<file path="config.mk">
export PLATFORM = sky130hd
export DESIGN_NAME = spfl_protect
export DESIGN_NICKNAME = d
export VERILOG_FILES = /design/src/shared/spfl_pkg.sv /design/src/design/spfl_protect.sv
export SDC_FILE = /design/constraint.sdc
export NUM_CORES = 1
export LEC_CHECK = 0
export ABC_AREA = 1
export BUFFER_PORTS_ARGS = -buffer_cell sky130_fd_sc_hd__clkbuf_2
export CAP_MARGIN = 10
export CORE_ASPECT_RATIO = 2
export CORE_UTILIZATION = 62
export DETAILED_ROUTE_END_ITERATION = 12
export MAX_ROUTING_LAYER = met4
export PLACE_DENSITY_LB_ADDON = 0.3
export SLEW_MARGIN = 20
export SYNTH_ARGS = -nofsm -noshare
export SYNTH_HDL_FRONTEND = slang
export SYNTH_SLANG_ARGS = --single-unit
</file>
<file path="constraint.sdc">
create_clock -name clk_sys -period 7.45 [get_ports clk_sys]
set_input_delay 1.8625 -clock clk_sys [delete_from_list [all_inputs] [get_ports clk_sys]]
set_output_delay 1.8625 -clock clk_sys [all_outputs]
set_load 0.03 [all_outputs]
</file>
<file path="src/shared/spfl_pkg.sv">
// constants shared by the secondary protection fault logic
package spfl_pkg;
    // ------------------------------------------------------------
    // geometry
    // ------------------------------------------------------------
    localparam int NCELL = 6; // cells watched per device
    localparam int DLY_W = 8; // width of each delay setting
    localparam int CNT_W = 18; // delay counter width, in ticks
    localparam int THR_W = 4; // width of each threshold setting
    localparam int MV_W = 13; // width of a trip point in millivolts
    localparam int CNF_W = 4; // width of the cell count field
    // ------------------------------------------------------------
    // timing
    // ------------------------------------------------------------
    localparam int CLK_MHZ = 100; // system clock rate
    localparam int TICK_US = 50; // timer tick, also the start deglitch
    localparam int TICK_CYC = TICK_US * CLK_MHZ; // cycles per tick
    localparam int BLANK_US = 200; // comparator blanking after sleep
    localparam int BLANK_CYC = BLANK_US * CLK_MHZ; // blanking cycles
    localparam int FINE_UNIT_US = 100; // delay step, fine range
    localparam int COARSE_UNIT_US = 100000; // delay step, coarse range
    localparam int FINE_TICKS = FINE_UNIT_US / TICK_US;
    localparam int COARSE_TICKS = COARSE_UNIT_US / TICK_US;
    localparam int RANGE_BIT = 7; // setting bit choosing coarse range
    // ------------------------------------------------------------
    // thresholds
    // ------------------------------------------------------------
    localparam int OT_MAX_STEP = 11; // highest legal temperature step
    localparam int OV_BASE_MV = 2000; // trip point at setting zero
    localparam int OV_STEP_MV = 50; // spacing of overvoltage trip points
    localparam int UV_BASE_MV = 1000; // trip point at setting zero
    localparam int UV_STEP_MV = 50; // spacing of undervoltage points
endpackage : spfl_pkg

</file>
<file path="src/design/spfl_protect.sv">
// secondary protection: delay timers, fault/alert flags and pins
`timescale 1ns/1ps

// ----------------------------------------------------------------
// delay timer for one fault source
// ----------------------------------------------------------------
module spfl_delay (
    input wire logic clk_sys, // system clock
    input wire logic rst, // async reset, active high
    input wire logic cond, // live condition, already masked
    input wire logic restart, // host clear restarts the timer
    input wire logic tick, // one-cycle timer tick
    input wire logic [spfl_pkg::DLY_W-1:0] setting, // delay setting
    output logic expire // one-cycle pulse when the delay runs out
);
    typedef struct packed {
        logic [spfl_pkg::CNT_W-1:0] cnt; // elapsed ticks
        logic done; // delay already expired
        logic expire; // expiry pulse
    } spfl_dly_s;

    spfl_dly_s st; // registered state
    spfl_dly_s next_st; // next state
    logic [spfl_pkg::CNT_W-1:0] target; // delay in ticks

    // range bit picks 100 us or 100 ms steps: 100 us up to 12.7 s
    assign target = spfl_pkg::CNT_W'(setting[6:0] *
        (setting[spfl_pkg::RANGE_BIT] ? spfl_pkg::COARSE_TICKS :
        spfl_pkg::FINE_TICKS));

    // count only while the condition stays, restart on any dropout
    always_comb begin
        next_st = st;
        next_st.expire = 1'b0;
        if (restart || !cond) begin
            next_st.cnt = '0;
            next_st.done = 1'b0;
        end else if (!st.done && tick) begin
            // free-running tick phase gives the 0-50 us start deglitch
            if (st.cnt + 1'b1 >= target) begin
                next_st.done = 1'b1;
                next_st.expire = 1'b1;
            end else begin
                next_st.cnt = st.cnt + 1'b1;
            end
        end
    end

    // state register
    always_ff @(posedge clk_sys or posedge rst) begin
        if (rst) begin
            st <= '0;
        end else begin
            st <= next_st;
        end
    end

    assign expire = st.expire;
endmodule : spfl_delay

// ----------------------------------------------------------------
// protector top
// ----------------------------------------------------------------
// Operation
// - fault and alert pins driven by hardware alone
// - detected fault sets its matching flag
// - OR flags into summary bits driving pins
// - summary bits and pins latch until cleared
// - three delay timers filter each condition
// - delays programmable 100 us to beyond 3 s
// - zero voltage delay: flag follows live condition
// - write-one clears flag, pin, restarts timer
// - persisting fault reasserts when timer expires again
// - blank comparators 200 us after leaving sleep
// - ignore voltage faults above configured cell count
// - overvoltage past delay sets that cell's flag
// - per-cell overvoltage flags OR into fault bit
// - overvoltage trip points spaced 50 mV
// - timer start passes a 0-50 us deglitch
// - undervoltage past delay sets per-cell flag, ORed
// - thermistor over threshold past delay sets alert
// - temperature threshold: 11 steps plus disabled
// - two thresholds, one shared temperature delay
// - zero temperature delay: flags instant and unlatched
module spfl_protect #(
    parameter int TICK_CYC = spfl_pkg::TICK_CYC, // cycles per tick
    parameter int BLANK_CYC = spfl_pkg::BLANK_CYC // blanking cycles
) (
    input wire logic clk_sys, // system clock, 100 MHz
    input wire logic rst, // async reset, active high
    input wire logic [spfl_pkg::NCELL-1:0] cell_ov_cmp, // ov comparators
    input wire logic [spfl_pkg::NCELL-1:0] cell_uv_cmp, // uv comparators
    input wire logic thermistor_input_1, // temp 1 over threshold
    input wire logic thermistor_input_2, // temp 2 over threshold
    input wire logic sleep_active, // device in sleep state
    input wire logic [spfl_pkg::CNF_W-1:0] cell_count_field, // cells
    input wire logic [spfl_pkg::DLY_W-1:0] ov_delay_setting, // ov delay
    input wire logic [spfl_pkg::DLY_W-1:0] uv_delay_setting, // uv delay
    input wire logic [spfl_pkg::DLY_W-1:0] temp_delay_setting, // shared
    input wire logic [spfl_pkg::THR_W-1:0] ov_threshold_setting, // ov
    input wire logic [spfl_pkg::THR_W-1:0] uv_threshold_setting, // uv
    input wire logic [spfl_pkg::THR_W-1:0] temp1_threshold_setting, // t1
    input wire logic [spfl_pkg::THR_W-1:0] temp2_threshold_setting, // t2
    input wire logic clear_ov, // host write-one to overvoltage bit
    input wire logic clear_uv, // host write-one to undervoltage bit
    input wire logic clear_temp1, // host write-one to temp 1 flag
    input wire logic clear_temp2, // host write-one to temp 2 flag
    output logic [spfl_pkg::NCELL-1:0] per_cell_ov_flags, // per cell
    output logic [spfl_pkg::NCELL-1:0] per_cell_uv_flags, // per cell
    output logic cell_overvoltage, // OR of per-cell ov flags
    output logic cell_undervoltage, // OR of per-cell uv flags
    output logic temp1_alert_flag, // thermistor 1 alert
    output logic temp2_alert_flag, // thermistor 2 alert
    output logic fault_summary, // latched summary fault bit
    output logic alert_summary, // latched summary alert bit
    output logic fault_pin, // fault pin, active high
    output logic alert_pin, // alert pin, active high
    output logic [spfl_pkg::MV_W-1:0] ov_trip_mv, // ov trip point
    output logic [spfl_pkg::MV_W-1:0] uv_trip_mv // uv trip point
);
    localparam int SW = 2 * spfl_pkg::NCELL + 3; // synchronised bits

    typedef struct packed {
        logic [SW-1:0] sync1; // first sync stage, read by sync2 only
        logic [SW-1:0] sync2; // second sync stage
        logic sleep_d; // previous synced sleep level
        logic [14:0] blank_cnt; // blanking countdown
        logic [12:0] tick_cnt; // tick prescaler
        logic tick; // tick pulse
        logic [spfl_pkg::NCELL-1:0] ov_flags; // per-cell ov flags
        logic [spfl_pkg::NCELL-1:0] uv_flags; // per-cell uv flags
        logic ov_any; // OR of per-cell ov flags
        logic uv_any; // OR of per-cell uv flags
        logic [1:0] t_flags; // thermistor alert flags
        logic fault_sum; // summary fault, drives the fault pin
        logic alert_sum; // summary alert, drives the alert pin
        logic [spfl_pkg::MV_W-1:0] ov_mv; // ov trip point
        logic [spfl_pkg::MV_W-1:0] uv_mv; // uv trip point
    } spfl_top_s;

    spfl_top_s st; // registered state
    spfl_top_s next_st; // next state
    logic [spfl_pkg::NCELL-1:0] mask; // cells in use
    logic [spfl_pkg::NCELL-1:0] ov_live; // masked, blanked ov
    logic [spfl_pkg::NCELL-1:0] uv_live; // masked, blanked uv
    logic [1:0] t_live; // gated thermistor conditions
    logic blanking; // comparators suppressed
    logic ov_exp; // ov delay expired
    logic uv_exp; // uv delay expired
    logic t_exp; // shared temperature delay expired
    logic [2:0] ncell; // configured cell count

    // ------------------------------------------------------------
    // condition conditioning
    // ------------------------------------------------------------
    // cell count sits in bits 3:1; seven enables all six cells anyway
    always_comb begin
        ncell = cell_count_field[3:1];
        for (int i = 0; i < spfl_pkg::NCELL; i++) begin
            mask[i] = 3'(i) < ncell;
        end
    end

    // the cycle that sees the wake-up edge is blanked before the count loads
    assign blanking = (st.blank_cnt != '0) ||
                      (st.sleep_d && !st.sync2[SW-1]);

    // blanking hides every comparator, so no false fault on wake-up
    always_comb begin
        ov_live = st.sync2[5:0] & mask & {6{!blanking}};
        uv_live = st.sync2[11:6] & mask & {6{!blanking}};
        // setting zero or beyond the last step reads as disabled
        t_live[0] = st.sync2[12] && !blanking &&
                    temp1_threshold_setting != '0 &&
                    temp1_threshold_setting <= 4'(spfl_pkg::OT_MAX_STEP);
        t_live[1] = st.sync2[13] && !blanking &&
                    temp2_threshold_setting != '0 &&
                    temp2_threshold_setting <= 4'(spfl_pkg::OT_MAX_STEP);
    end

    // ------------------------------------------------------------
    // delay timers: ov, uv, and one shared by both thermistors
    // ------------------------------------------------------------
    spfl_delay u_ov_dly (
        .clk_sys(clk_sys), .rst(rst), .tick(st.tick), .expire(ov_exp),
        .cond(|ov_live), .restart(clear_ov),
        .setting(ov_delay_setting)
    );
    spfl_delay u_uv_dly (
        .clk_sys(clk_sys), .rst(rst), .tick(st.tick), .expire(uv_exp),
        .cond(|uv_live), .restart(clear_uv),
        .setting(uv_delay_setting)
    );
    // both thermistors share one timer and one delay setting
    spfl_delay u_t_dly (
        .clk_sys(clk_sys), .rst(rst), .tick(st.tick), .expire(t_exp),
        .cond(|t_live), .restart(clear_temp1 | clear_temp2),
        .setting(temp_delay_setting)
    );

    // ------------------------------------------------------------
    // next-state logic
    // ------------------------------------------------------------
    always_comb begin
        next_st = st;
        // pins and sleep are asynchronous: two stages before use
        next_st.sync1 = {sleep_active, thermistor_input_2,
                         thermistor_input_1, cell_uv_cmp, cell_ov_cmp};
        next_st.sync2 = st.sync1;
        next_st.sleep_d = st.sync2[SW-1];
        // blanking restarts on each exit from sleep
        if (st.sleep_d && !st.sync2[SW-1]) begin
            next_st.blank_cnt = 15'(BLANK_CYC);
        end else if (blanking) begin
            next_st.blank_cnt = st.blank_cnt - 1'b1;
        end
        // free-running tick; its phase is the start deglitch
        next_st.tick = 1'b0;
        if (st.tick_cnt == 13'(TICK_CYC - 1)) begin
            next_st.tick_cnt = '0;
            next_st.tick = 1'b1;
        end else begin
            next_st.tick_cnt = st.tick_cnt + 1'b1;
        end
        // overvoltage flags: live when delay is zero, else latched
        if (ov_delay_setting == '0) begin
            next_st.ov_flags = ov_live;
        end else begin
            // set beats a clear arriving in the same cycle
            next_st.ov_flags = (st.ov_flags & {6{!clear_ov}}) |
                               (ov_live & {6{ov_exp}});
        end
        // undervoltage flags, same scheme
        if (uv_delay_setting == '0) begin
            next_st.uv_flags = uv_live;
        end else begin
            next_st.uv_flags = (st.uv_flags & {6{!clear_uv}}) |
                               (uv_live & {6{uv_exp}});
        end
        // temperature alerts: instant when shared delay is zero
        if (temp_delay_setting == '0) begin
            next_st.t_flags = t_live;
        end else begin
            next_st.t_flags = (st.t_flags &
                               ~{clear_temp2, clear_temp1}) |
                              (t_live & {2{t_exp}});
        end
        // summary bits stay up until a host clear, then re-derive
        next_st.fault_sum = (st.fault_sum && !clear_ov && !clear_uv) ||
                            (|next_st.ov_flags) ||
                            (|next_st.uv_flags);
        next_st.alert_sum = (st.alert_sum && !clear_temp1 &&
                             !clear_temp2) ||
                            (|next_st.t_flags);
        // group ORs registered so their outputs come from flops
        next_st.ov_any = |next_st.ov_flags;
        next_st.uv_any = |next_st.uv_flags;
        // trip points handed to the analog comparators
        next_st.ov_mv = spfl_pkg::MV_W'(spfl_pkg::OV_BASE_MV +
                        ov_threshold_setting * spfl_pkg::OV_STEP_MV);
        next_st.uv_mv = spfl_pkg::MV_W'(spfl_pkg::UV_BASE_MV +
                        uv_threshold_setting * spfl_pkg::UV_STEP_MV);
    end

    // ------------------------------------------------------------
    // state register
    // ------------------------------------------------------------
    always_ff @(posedge clk_sys or posedge rst) begin
        if (rst) begin
            st <= '0;
        end else begin
            st <= next_st;
        end
    end

    // pins need no host action and no converter: straight from flops
    assign fault_pin = st.fault_sum;
    assign alert_pin = st.alert_sum;
    assign fault_summary = st.fault_sum;
    assign alert_summary = st.alert_sum;
    assign per_cell_ov_flags = st.ov_flags;
    assign per_cell_uv_flags = st.uv_flags;
    assign cell_overvoltage = st.ov_any;
    assign cell_undervoltage = st.uv_any;
    assign temp1_alert_flag = st.t_flags[0];
    assign temp2_alert_flag = st.t_flags[1];
    assign ov_trip_mv = st.ov_mv;
    assign uv_trip_mv = st.uv_mv;
endmodule : spfl_protect

</file>
==> impl.org, run 1 <==
** Power
- Ratio of total power to cell area :: 200 mW/mm^2
- Worst VDD drop :: 219 uV
- For this design the static power due to leakage is 8.66 nW.

** Route
- Violation count after the first detailed-route iteration :: 528
- First-pass iteration count of the detailed router :: 5
- Remaining antenna violation count after routing :: 0
- Ratio of routed vias to standard cells :: ~5.4
- Detailed routing inserted a total of 11,466 vias.
- After detailed routing, the total wire length is 31,200 um.
- Detail-routed net length per standard cell :: roughly 15 um
- After detailed routing, the number of remaining DRC violations is 0.

** Finish
- Area used by multi-input combinational logic :: between 0.008 and 0.009 sq mm
- Count of nets after finishing :: 2,109
- Most frequent cells in the layout :: sky130_fd_sc_hd__nand2_1 (350), sky130_fd_sc_hd__inv_1 (275), sky130_fd_sc_hd__ha_1 (187)
- Finished Layout Cells :: 2,108
- The sequential cells in the finished layout cover a total of between 0.003 and 0.004 sq mm.
- From synthesis to final layout, the design area changed by 9.80%.
- Antenna Cells :: 0
- Number of fillers in the final layout :: 1,742
- Leaving out fill and tap cells, the most frequent cell in the layout is sky130_fd_sc_hd__nand2_1.
- Proportion of layout cells with a drive suffix above 1 :: 13.6%

** Clock network
- After clock tree synthesis, the clock-pin slew on the worst setup and hold paths is 0.06 ns.
- TritonCTS clock tree :: done
- Sinks on Clock Net :: 159
- Number of clock buffers inserted by TritonCTS :: 17
- Total of cells resized after clock tree synthesis :: 0
- Number of setup buffers added after CTS :: 0
- Hold-fix buffers at CTS :: 0
- The tree is rooted in a sky130_fd_sc_hd__clkbuf_16.
- The later pin in the worst-skew pair is clocked with a latency of 0.43 ns.
- The H-tree was split into 4 levels.
- The clock passes through at most 2 buffers.

** Critical path
- Data arrives at the worst endpoint at around 7.4 ns.
- STA classifies the critical path endpoint as a register.
- CP Launch Point :: ov_delay_setting[7]
- Worst reg2reg startpoint :: u_t_dly.st[2]
- Along the worst path, the maximum fanout reaches 18.
- CP startpoint kind :: input pin
- Reg-to-reg critical path endpoint :: u_t_dly.st[9]
- At the worst endpoint, the required time is 7.81 ns.
- Crit path kind :: input pin to register
- Worst Reg2Reg Path Length in Cells :: 20
- The worst register-to-register path has a setup slack of 4.05 ns.

** Timing
- Headroom to the max-slew limit came out at 41.0%.
- Pin slew with the least headroom to its limit :: 0.885 ns
- Derived from the worst setup path, the maximum achievable clock frequency is 142 MHz.
- Final-report hold violation count :: 0
- Worst hold slack :: roughly 0.35 ns
- The final critical path takes up between 90% and 100% of the cycle.
- Worst Clk Skew :: 0.00846 ns
- The max-slew violation count is 0.
- Unrepaired setup endpoints after global routing :: no
- The worst path in the final design needs a cycle of 7.05 ns, including I/O delays and setup.
- Summed over all failing endpoints, the final setup total negative slack is 0 ns.
- Setup Viol. Count Final :: 0

** Synthesis
- Flip-flop cell with the highest count after synthesis :: sky130_fd_sc_hd__dfrtp_1
- After synthesis, the share of flip-flops with an asynchronous set or reset is 100%.
- Count of mapped cells out of synthesis :: between 1,500 and 2,000
- Dividing the synthesized area by the synthesized cell count gives ~8.0 sq um.
- The Yosys step of the flow raised 0 warnings.
- Netlist area before placement :: 0.0138 sq mm
- After synthesis the netlist holds a flip-flop and latch count of 159.
- Seq/Total Area, Yosys :: about 29%
- Count of different cell masters after synthesis :: 57
- Number of synthesized flops with an enable pin :: 0

** Global routing
- The via count of the first global-routing pass is 12,052.
- Maximum number of pins on one net before global-route repair :: 103
- Across every metal layer, demand over resource in global routing totals between 30% and 40%.
- After global routing the overflow that remains totals 0.
- First-pass GRT wire length :: 52,200 um
- The number of antenna violations at the first check in global routing came to 0.

** Placement
- Number of placed instances with taps included :: 2,076
- Port bufs :: 104
- At the end of routability-driven placement, the weighted congestion stood at 0.921.
- After legalization and detailed placement, the total HPWL measured 25,200 um.

** Floorplan
- Initial core utilization :: 63.6%
- Area of the core :: 0.0217 sq mm
- The floorplan step defined a die boundary enclosing 0.0229 sq mm.
- Horizontal die dimension :: approximately 110 um
- around 110 I/O pins were placed.
- Row generation in the floorplan step produced 76 rows.
- Die Ht :: 213 um

** Flow run
- Number of max-cap violations :: 0

** Min path
- The worst hold path terminates at st[87].
- Number of cells on the worst hold path :: 0
- The worst hold path belongs to the class register to register.
- Min-delay src :: next_st[87]

** Outcome
- Run status :: finished clean
[layer usage]
metal,track usage (%),vias up,wire (um)
met5,-,-,0
li1,-,5648,-
met1,26.6,5434,10600
met3,4.43,107,1100
met4,16.2,0,1570
met2,59.4,277,18000
[cells by family (layout without fill, tap and decap cells)]
family                   count (synthesis)  in the layout  share of synthesized area, %
other                                    1             14                        0.0272
buffers and inverters                  344            449                          11.1
adder cells (fa/ha/maj)                222            222                          22.0
flip-flops                             159            159                          28.8
XOR/XNOR                               114            114                          7.24
AO/OA/AOI/OAI                          152            152                          6.49
AND/OR/NAND/NOR                        725            725                          24.3
[worst max path at each step]
stage	end	slack, ns	cells past startpoint
after floorplan	u_ov_dly.st[2]	0.49	27
after detailed placement	u_ov_dly.st[14]	0.08	30
after global placement	u_ov_dly.st[10]	0.13	28
after global routing	u_t_dly.st[9]	0.07	31
after CTS	u_ov_dly.st[8]	0.47	29
final	u_ov_dly.st[8]	0.40	27
[flip-flops by register name, indices dropped and copies added (netlist names), 10 cells and up]
signal	count
st	44
u_ov_dly.st	19
u_t_dly.st	19
u_uv_dly.st	19
next_st	16
ov_trip_mv	11
uv_trip_mv	10
[final cells by class]
class	instances	share of cell area [%]
inverters	283	7.10
flip-flops and latches	159	26.3
multi-input cells	1227	55.0
repair buffers	134	5.17
well taps	273	2.26
clock inverters	15	1.35
clock buffers	17	2.81
[critical path, cell delays in order]
cell and delay [ns]:
sky130_fd_sc_hd__clkbuf_2 0.18, sky130_fd_sc_hd__inv_2 0.10, sky130_fd_sc_hd__nor3_1 0.42, sky130_fd_sc_hd__ha_1 0.34, sky130_fd_sc_hd__ha_1 0.32, sky130_fd_sc_hd__fa_1 0.52, sky130_fd_sc_hd__inv_1 0.06, sky130_fd_sc_hd__fa_1 0.53
sky130_fd_sc_hd__inv_1 0.04, sky130_fd_sc_hd__ha_1 0.32, sky130_fd_sc_hd__a21oi_1 0.15, sky130_fd_sc_hd__o21ai_0 0.09, sky130_fd_sc_hd__a21oi_1 0.26, sky130_fd_sc_hd__o21ai_0 0.25, sky130_fd_sc_hd__nand2_1 0.11, sky130_fd_sc_hd__nand2_1 0.06
sky130_fd_sc_hd__xor2_1 0.15, sky130_fd_sc_hd__ha_1 0.33, sky130_fd_sc_hd__nand2_1 0.08, sky130_fd_sc_hd__nor2_1 0.29, sky130_fd_sc_hd__nand4_1 0.18, sky130_fd_sc_hd__nor2_1 0.14, sky130_fd_sc_hd__nor2_1 0.05, sky130_fd_sc_hd__nand3_1 0.13
sky130_fd_sc_hd__buf_12 0.16, sky130_fd_sc_hd__nand4_1 0.14, sky130_fd_sc_hd__nand2_1 0.13
[through the flow]
stage	instance area (sq um)	setup WS (ns)	power [mW]	util, %
floorplan	13800	0.490	1.85	-
global placement	14500	0.125	2.05	67.0
detailed placement	14500	0.0776	2.10	67.0
CTS	15100	0.470	3.05	69.9
global route	15100	0.0747	3.24	69.9
finish	15100	0.404	3.03	69.9
[cell usage after synthesis, types with 2 or more instances]
cell | instances | area share (%)
sky130_fd_sc_hd__nand2_1 | 350 | 9.5
sky130_fd_sc_hd__inv_1 | 276 | 7.5
sky130_fd_sc_hd__ha_1 | 187 | 17
sky130_fd_sc_hd__dfrtp_1 | 159 | 29
sky130_fd_sc_hd__nor2_1 | 139 | 3.8
sky130_fd_sc_hd__nand3_1 | 75 | 2.7
sky130_fd_sc_hd__xor2_1 | 72 | 4.6
sky130_fd_sc_hd__a21oi_1 | 67 | 2.4
sky130_fd_sc_hd__nand4_1 | 50 | 2.3
sky130_fd_sc_hd__xnor2_1 | 42 | 2.7
sky130_fd_sc_hd__buf_4 | 41 | 2.2
sky130_fd_sc_hd__fa_1 | 35 | 5.1
sky130_fd_sc_hd__nand2_2 | 31 | 1.4
sky130_fd_sc_hd__o21ai_0 | 29 | 1.1
sky130_fd_sc_hd__nor3_1 | 24 | 0.87
sky130_fd_sc_hd__o21bai_1 | 10 | 0.54
sky130_fd_sc_hd__or2_2 | 10 | 0.45
sky130_fd_sc_hd__a21o_1 | 8 | 0.44
sky130_fd_sc_hd__o21ai_1 | 8 | 0.29
sky130_fd_sc_hd__buf_2 | 7 | 0.25
sky130_fd_sc_hd__nand3b_1 | 7 | 0.38
sky130_fd_sc_hd__clkbuf_1 | 6 | 0.16
sky130_fd_sc_hd__a211oi_1 | 5 | 0.27
sky130_fd_sc_hd__a31oi_1 | 5 | 0.23
sky130_fd_sc_hd__buf_6 | 5 | 0.41
sky130_fd_sc_hd__nand2_4 | 5 | 0.41
sky130_fd_sc_hd__nor2_2 | 5 | 0.23
sky130_fd_sc_hd__nor4_1 | 5 | 0.23
sky130_fd_sc_hd__a21boi_0 | 4 | 0.22
sky130_fd_sc_hd__nor2_4 | 4 | 0.33
sky130_fd_sc_hd__nor3_2 | 4 | 0.29
sky130_fd_sc_hd__a31o_2 | 3 | 0.19
sky130_fd_sc_hd__inv_2 | 3 | 0.082
sky130_fd_sc_hd__nor2_8 | 3 | 0.44
sky130_fd_sc_hd__nor3b_1 | 3 | 0.16
sky130_fd_sc_hd__o21ai_2 | 3 | 0.19
sky130_fd_sc_hd__a211o_1 | 2 | 0.13
sky130_fd_sc_hd__and2_1 | 2 | 0.091
sky130_fd_sc_hd__clkinv_1 | 2 | 0.054
sky130_fd_sc_hd__nand3_4 | 2 | 0.25
sky130_fd_sc_hd__o21a_1 | 2 | 0.11
sky130_fd_sc_hd__o31ai_2 | 2 | 0.18
[report_power, final]
part	switching [mW]	total [mW]	internal [mW]
Sequential	0.0359	0.948	0.912
Combinational	0.692	1.15	0.454
Clock	0.372	0.938	0.565
Note: power is estimated with default switching activity, not from simulation.
==> inputs of run 2 (changes only) <==
--- a/config.mk
+++ b/config.mk
@@ -9,7 +9,7 @@
 export BUFFER_PORTS_ARGS = -buffer_cell sky130_fd_sc_hd__clkbuf_2
 export CAP_MARGIN = 10
 export CORE_ASPECT_RATIO = 2
-export CORE_UTILIZATION = 62
+export CORE_UTILIZATION = 60
 export DETAILED_ROUTE_END_ITERATION = 12
 export MAX_ROUTING_LAYER = met4
 export PLACE_DENSITY_LB_ADDON = 0.3
==> run 2 against run 1 <==
Maximum frequency increased by 0.95%. Die area increased by 3.3%. Sequential cell count unchanged. Critical path depth increased by 1. Non-clock buffer count decreased by 3. Sequential share of layout area increased by 0.10 points. Critical endpoint is now u_uv_dly.st[15]. Clock power decreased by 7.4%. First-iteration DRC count decreased by 13%. Setup slack improved by 0.066 ns.
==> impl.org, run 2 (synthesized netlist as in run 1, its figures left out) <==
** Finish
- The library cell used most frequently in the layout, excluding fill and tap cells, is sky130_fd_sc_hd__nand2_1.
- Area growth from synthesis to layout :: 9.38%
- Cells with a size suffix above 1 make up 13.4% of the layout.
- The library cells used most frequently in the layout, excluding fill and tap cells, are sky130_fd_sc_hd__nand2_1 (350), sky130_fd_sc_hd__inv_1 (275), sky130_fd_sc_hd__ha_1 (187).
- Flip-flop count of the largest register after layout :: 44
- The register with the most flip-flops in the final layout is st.
- Count of nets after finishing :: 2,106

** Placement
- Routability-driven placement finished with a final weighted congestion of ~0.94.
- In this run the tool buffered the top-level ports with 104 buffer cells.
- Summed over all nets, the half-perimeter wirelength after detailed placement is ~25,000 um.

** Clock network
- In this run the number of H-tree levels came out at 4.
- Post-CTS timing repair inserted 0 buffers for setup.
- Clock latency of the later-clocked register in the worst-skew pair :: approximately 0.44 ns
- TritonCTS built the clock tree.
- Clock transition at the register clock pins on the worst setup and hold paths after CTS :: 0.06 ns
- No sink is reached through more buffers than the 2 on the longest clock path.
- Number of clock buffers inserted by TritonCTS :: 17
- Clock Root Buffer :: sky130_fd_sc_hd__clkbuf_16
- Sinks on Clock Net :: 159

** Floorplan
- In this run the standard cell core region covers 0.0226 sq mm.
- Initial core utilization :: 60.9%
- Die Ht :: 216 um
- In this run the count of I/O pins placed on the die edge is 111.
- Horizontal die dimension :: between 100 and 150 um
- The floorplan step defined a die boundary enclosing 0.0236 sq mm.
- In this run the core area contains 78 standard-cell rows.

** Route
- Before antenna repair, the detailed router went through 5 iterations.
- Ratio of routed vias to standard cells :: 5.36
- Violation count after the first detailed-route iteration :: roughly 460
- After detailed routing, the number of remaining DRC violations is 0.
- After detailed routing, the average wire length per cell comes to 14.4 um.
- The routed layout has 11,329 vias.
- The final layout contains routed wiring with a total length of 30,500 um.
- The detail route stage leaves a number of antenna-violating nets equal to 0.

** Outcome
- Run status :: finished clean

** Timing
- The max-slew violation count is 0.
- Min cycle time layout :: 6.98 ns
- The number of hold violations in the final report was 0.
- Setup Viol. Count Final :: 0
- For the pin with the worst max-slew slack, the measured transition is 0.961 ns.
- Worst Clk Skew :: ~0.007 ns
- Setup repair after global routing left no endpoint under its margin.
- Achievable Freq :: approximately 140 MHz
- In this run the tightest slew margin relative to its limit is a little over a third.
- Fraction of the cycle the final worst path needs :: 93.7%
- Setup_tns :: 0 ns

** Critical path
- Crit path required time :: 7.82 ns
- Worst Setup End Kind :: register
- Setup slack on the worst reg-to-reg path comes out at roughly 3.8 ns.
- Reg-to-reg critical path endpoint :: u_t_dly.st[14]
- Worst Reg2Reg Path Length in Cells :: 18
- Crit path DAT :: 7.35 ns
- Tracing the worst setup path back leads to its startpoint at uv_delay_setting[7].
- In this run the worst path has a maximum fanout of 17.
- The worst register-to-register path begins at u_t_dly.st[2].
- The worst setup path is launched from an input pin.
- Crit path kind :: input pin to register
- Endpoint of the most critical setup path :: u_uv_dly.st[15]

** Flow run
- The tool flagged a number of max-cap violations equal to 0.

** Global routing
- After global routing the overflow that remains totals 0.
- First-pass GRT wire length :: 51,600 um
- Entering global routing, the biggest net connects 111 pins.
- Combined global-route utilization of all metal layers :: 29.0%
- Via count of the first global-routing pass :: 11,614
- The number of antenna violations at the first check in global routing came to 1.

** Power
- In this run the static leakage power is 8.63 nW.
- Worst VDD drop :: 179 uV
- Power spread over the standard cell area amounts to 195 mW/mm^2.
- Final Total Pwr :: 2.95 mW

** Min path
- The worst hold path passes through 0 cells.
- Hold Path Class :: register to register
==> run 2: cell count changes in the layout (fill, tap and decap cells not counted), sizes merged, moves of 2 or more <==
| cell | delta |
|---|---|
| buf | -3 |
| clkbuf | +3 |
| clkinv | +3 |
| inv | -3 |
| bufinv | -2 |
==> run 2: where the power goes <==
group,switching [mW],internal (mW),total (mW)
Clock,0.357,0.512,0.869
Combinational,0.678,0.454,1.13
Sequential,0.0330,0.913,0.946
Total,1.07,1.88,2.95
==> run 2: final cells by class <==
type	count	area, sq um
Clock inverter	12	134
Clock buffer	20	457
Sequential cell	159	3980
Timing Repair Buffer	131	748
Antenna cell	1	2.50
Multi-Input combinational cell	1227	8340
Tap cell	280	350
Inverter	283	1070
Fill cell	1925	7550
==> run 2: stage by stage <==
step           hold WS (ns)  instances  utilization (%)  area, sq um  setup slack [ns]
6_report              0.347       2113             66.6        15100             0.471
5_1_grt               0.350       2113             66.6        15100            0.0766
3_5_place_dp          0.335       2080             64.0        14500            0.0823
3_3_place_gp          0.333       2080             64.0        14500             0.160
2_1_floorplan         0.331       1730                -        13800             0.490
4_1_cts               0.349       2112             66.6        15100             0.506
==> run 2: routing by layer <==
| layer | global-route usage, % | wire length [um] | vias to the layer above |
|---|---|---|---|
| li1 | - | - | 5661 |
| met1 | 26.6 | 10500 | 5337 |
| met2 | 53.2 | 17000 | 238 |
| met3 | 6.35 | 1280 | 93 |
| met4 | 16.5 | 1720 | 0 |
| met5 | - | 0 | - |
==> run 2: worst max-delay path, cell delays in order <==
cell,delay (ns)
sky130_fd_sc_hd__clkbuf_2,0.18
sky130_fd_sc_hd__nand2_1,0.16
sky130_fd_sc_hd__nor2_1,0.08
sky130_fd_sc_hd__nor3_1,0.37
sky130_fd_sc_hd__ha_1,0.33
sky130_fd_sc_hd__ha_1,0.32
sky130_fd_sc_hd__fa_1,0.51
sky130_fd_sc_hd__inv_1,0.06
sky130_fd_sc_hd__fa_1,0.53
sky130_fd_sc_hd__inv_1,0.05
sky130_fd_sc_hd__ha_1,0.35
sky130_fd_sc_hd__nand2_1,0.10
sky130_fd_sc_hd__o21ai_0,0.20
sky130_fd_sc_hd__a21oi_1,0.11
sky130_fd_sc_hd__o21ai_0,0.39
sky130_fd_sc_hd__nand2_1,0.09
sky130_fd_sc_hd__nand2_1,0.09
sky130_fd_sc_hd__xor2_1,0.17
sky130_fd_sc_hd__ha_1,0.27
sky130_fd_sc_hd__nand2_1,0.10
sky130_fd_sc_hd__inv_1,0.08
sky130_fd_sc_hd__nand2_1,0.07
sky130_fd_sc_hd__nand2_1,0.08
sky130_fd_sc_hd__inv_1,0.11
sky130_fd_sc_hd__nand4_4,0.16
sky130_fd_sc_hd__nor2_8,0.36
sky130_fd_sc_hd__nand2_1,0.09
sky130_fd_sc_hd__nand2_1,0.09
==> run 2: how the worst min path moves through the flow <==
stage | start | to | slack, ns
2_1_floorplan | next_st[88] | next_st[73] | 0.33
3_3_place_gp | next_st[82] | st[82] | 0.33
3_5_place_dp | next_st[75] | st[75] | 0.33
4_1_cts | next_st[75] | st[75] | 0.35
5_1_grt | next_st[75] | st[75] | 0.35
6_report | next_st[80] | st[80] | 0.35
==> run 2: timing repair <==
item	4_1_cts	5_1_grt
hold buffers	0	0
endpoints found under the setup margin	0	18
resized for setup	0	1
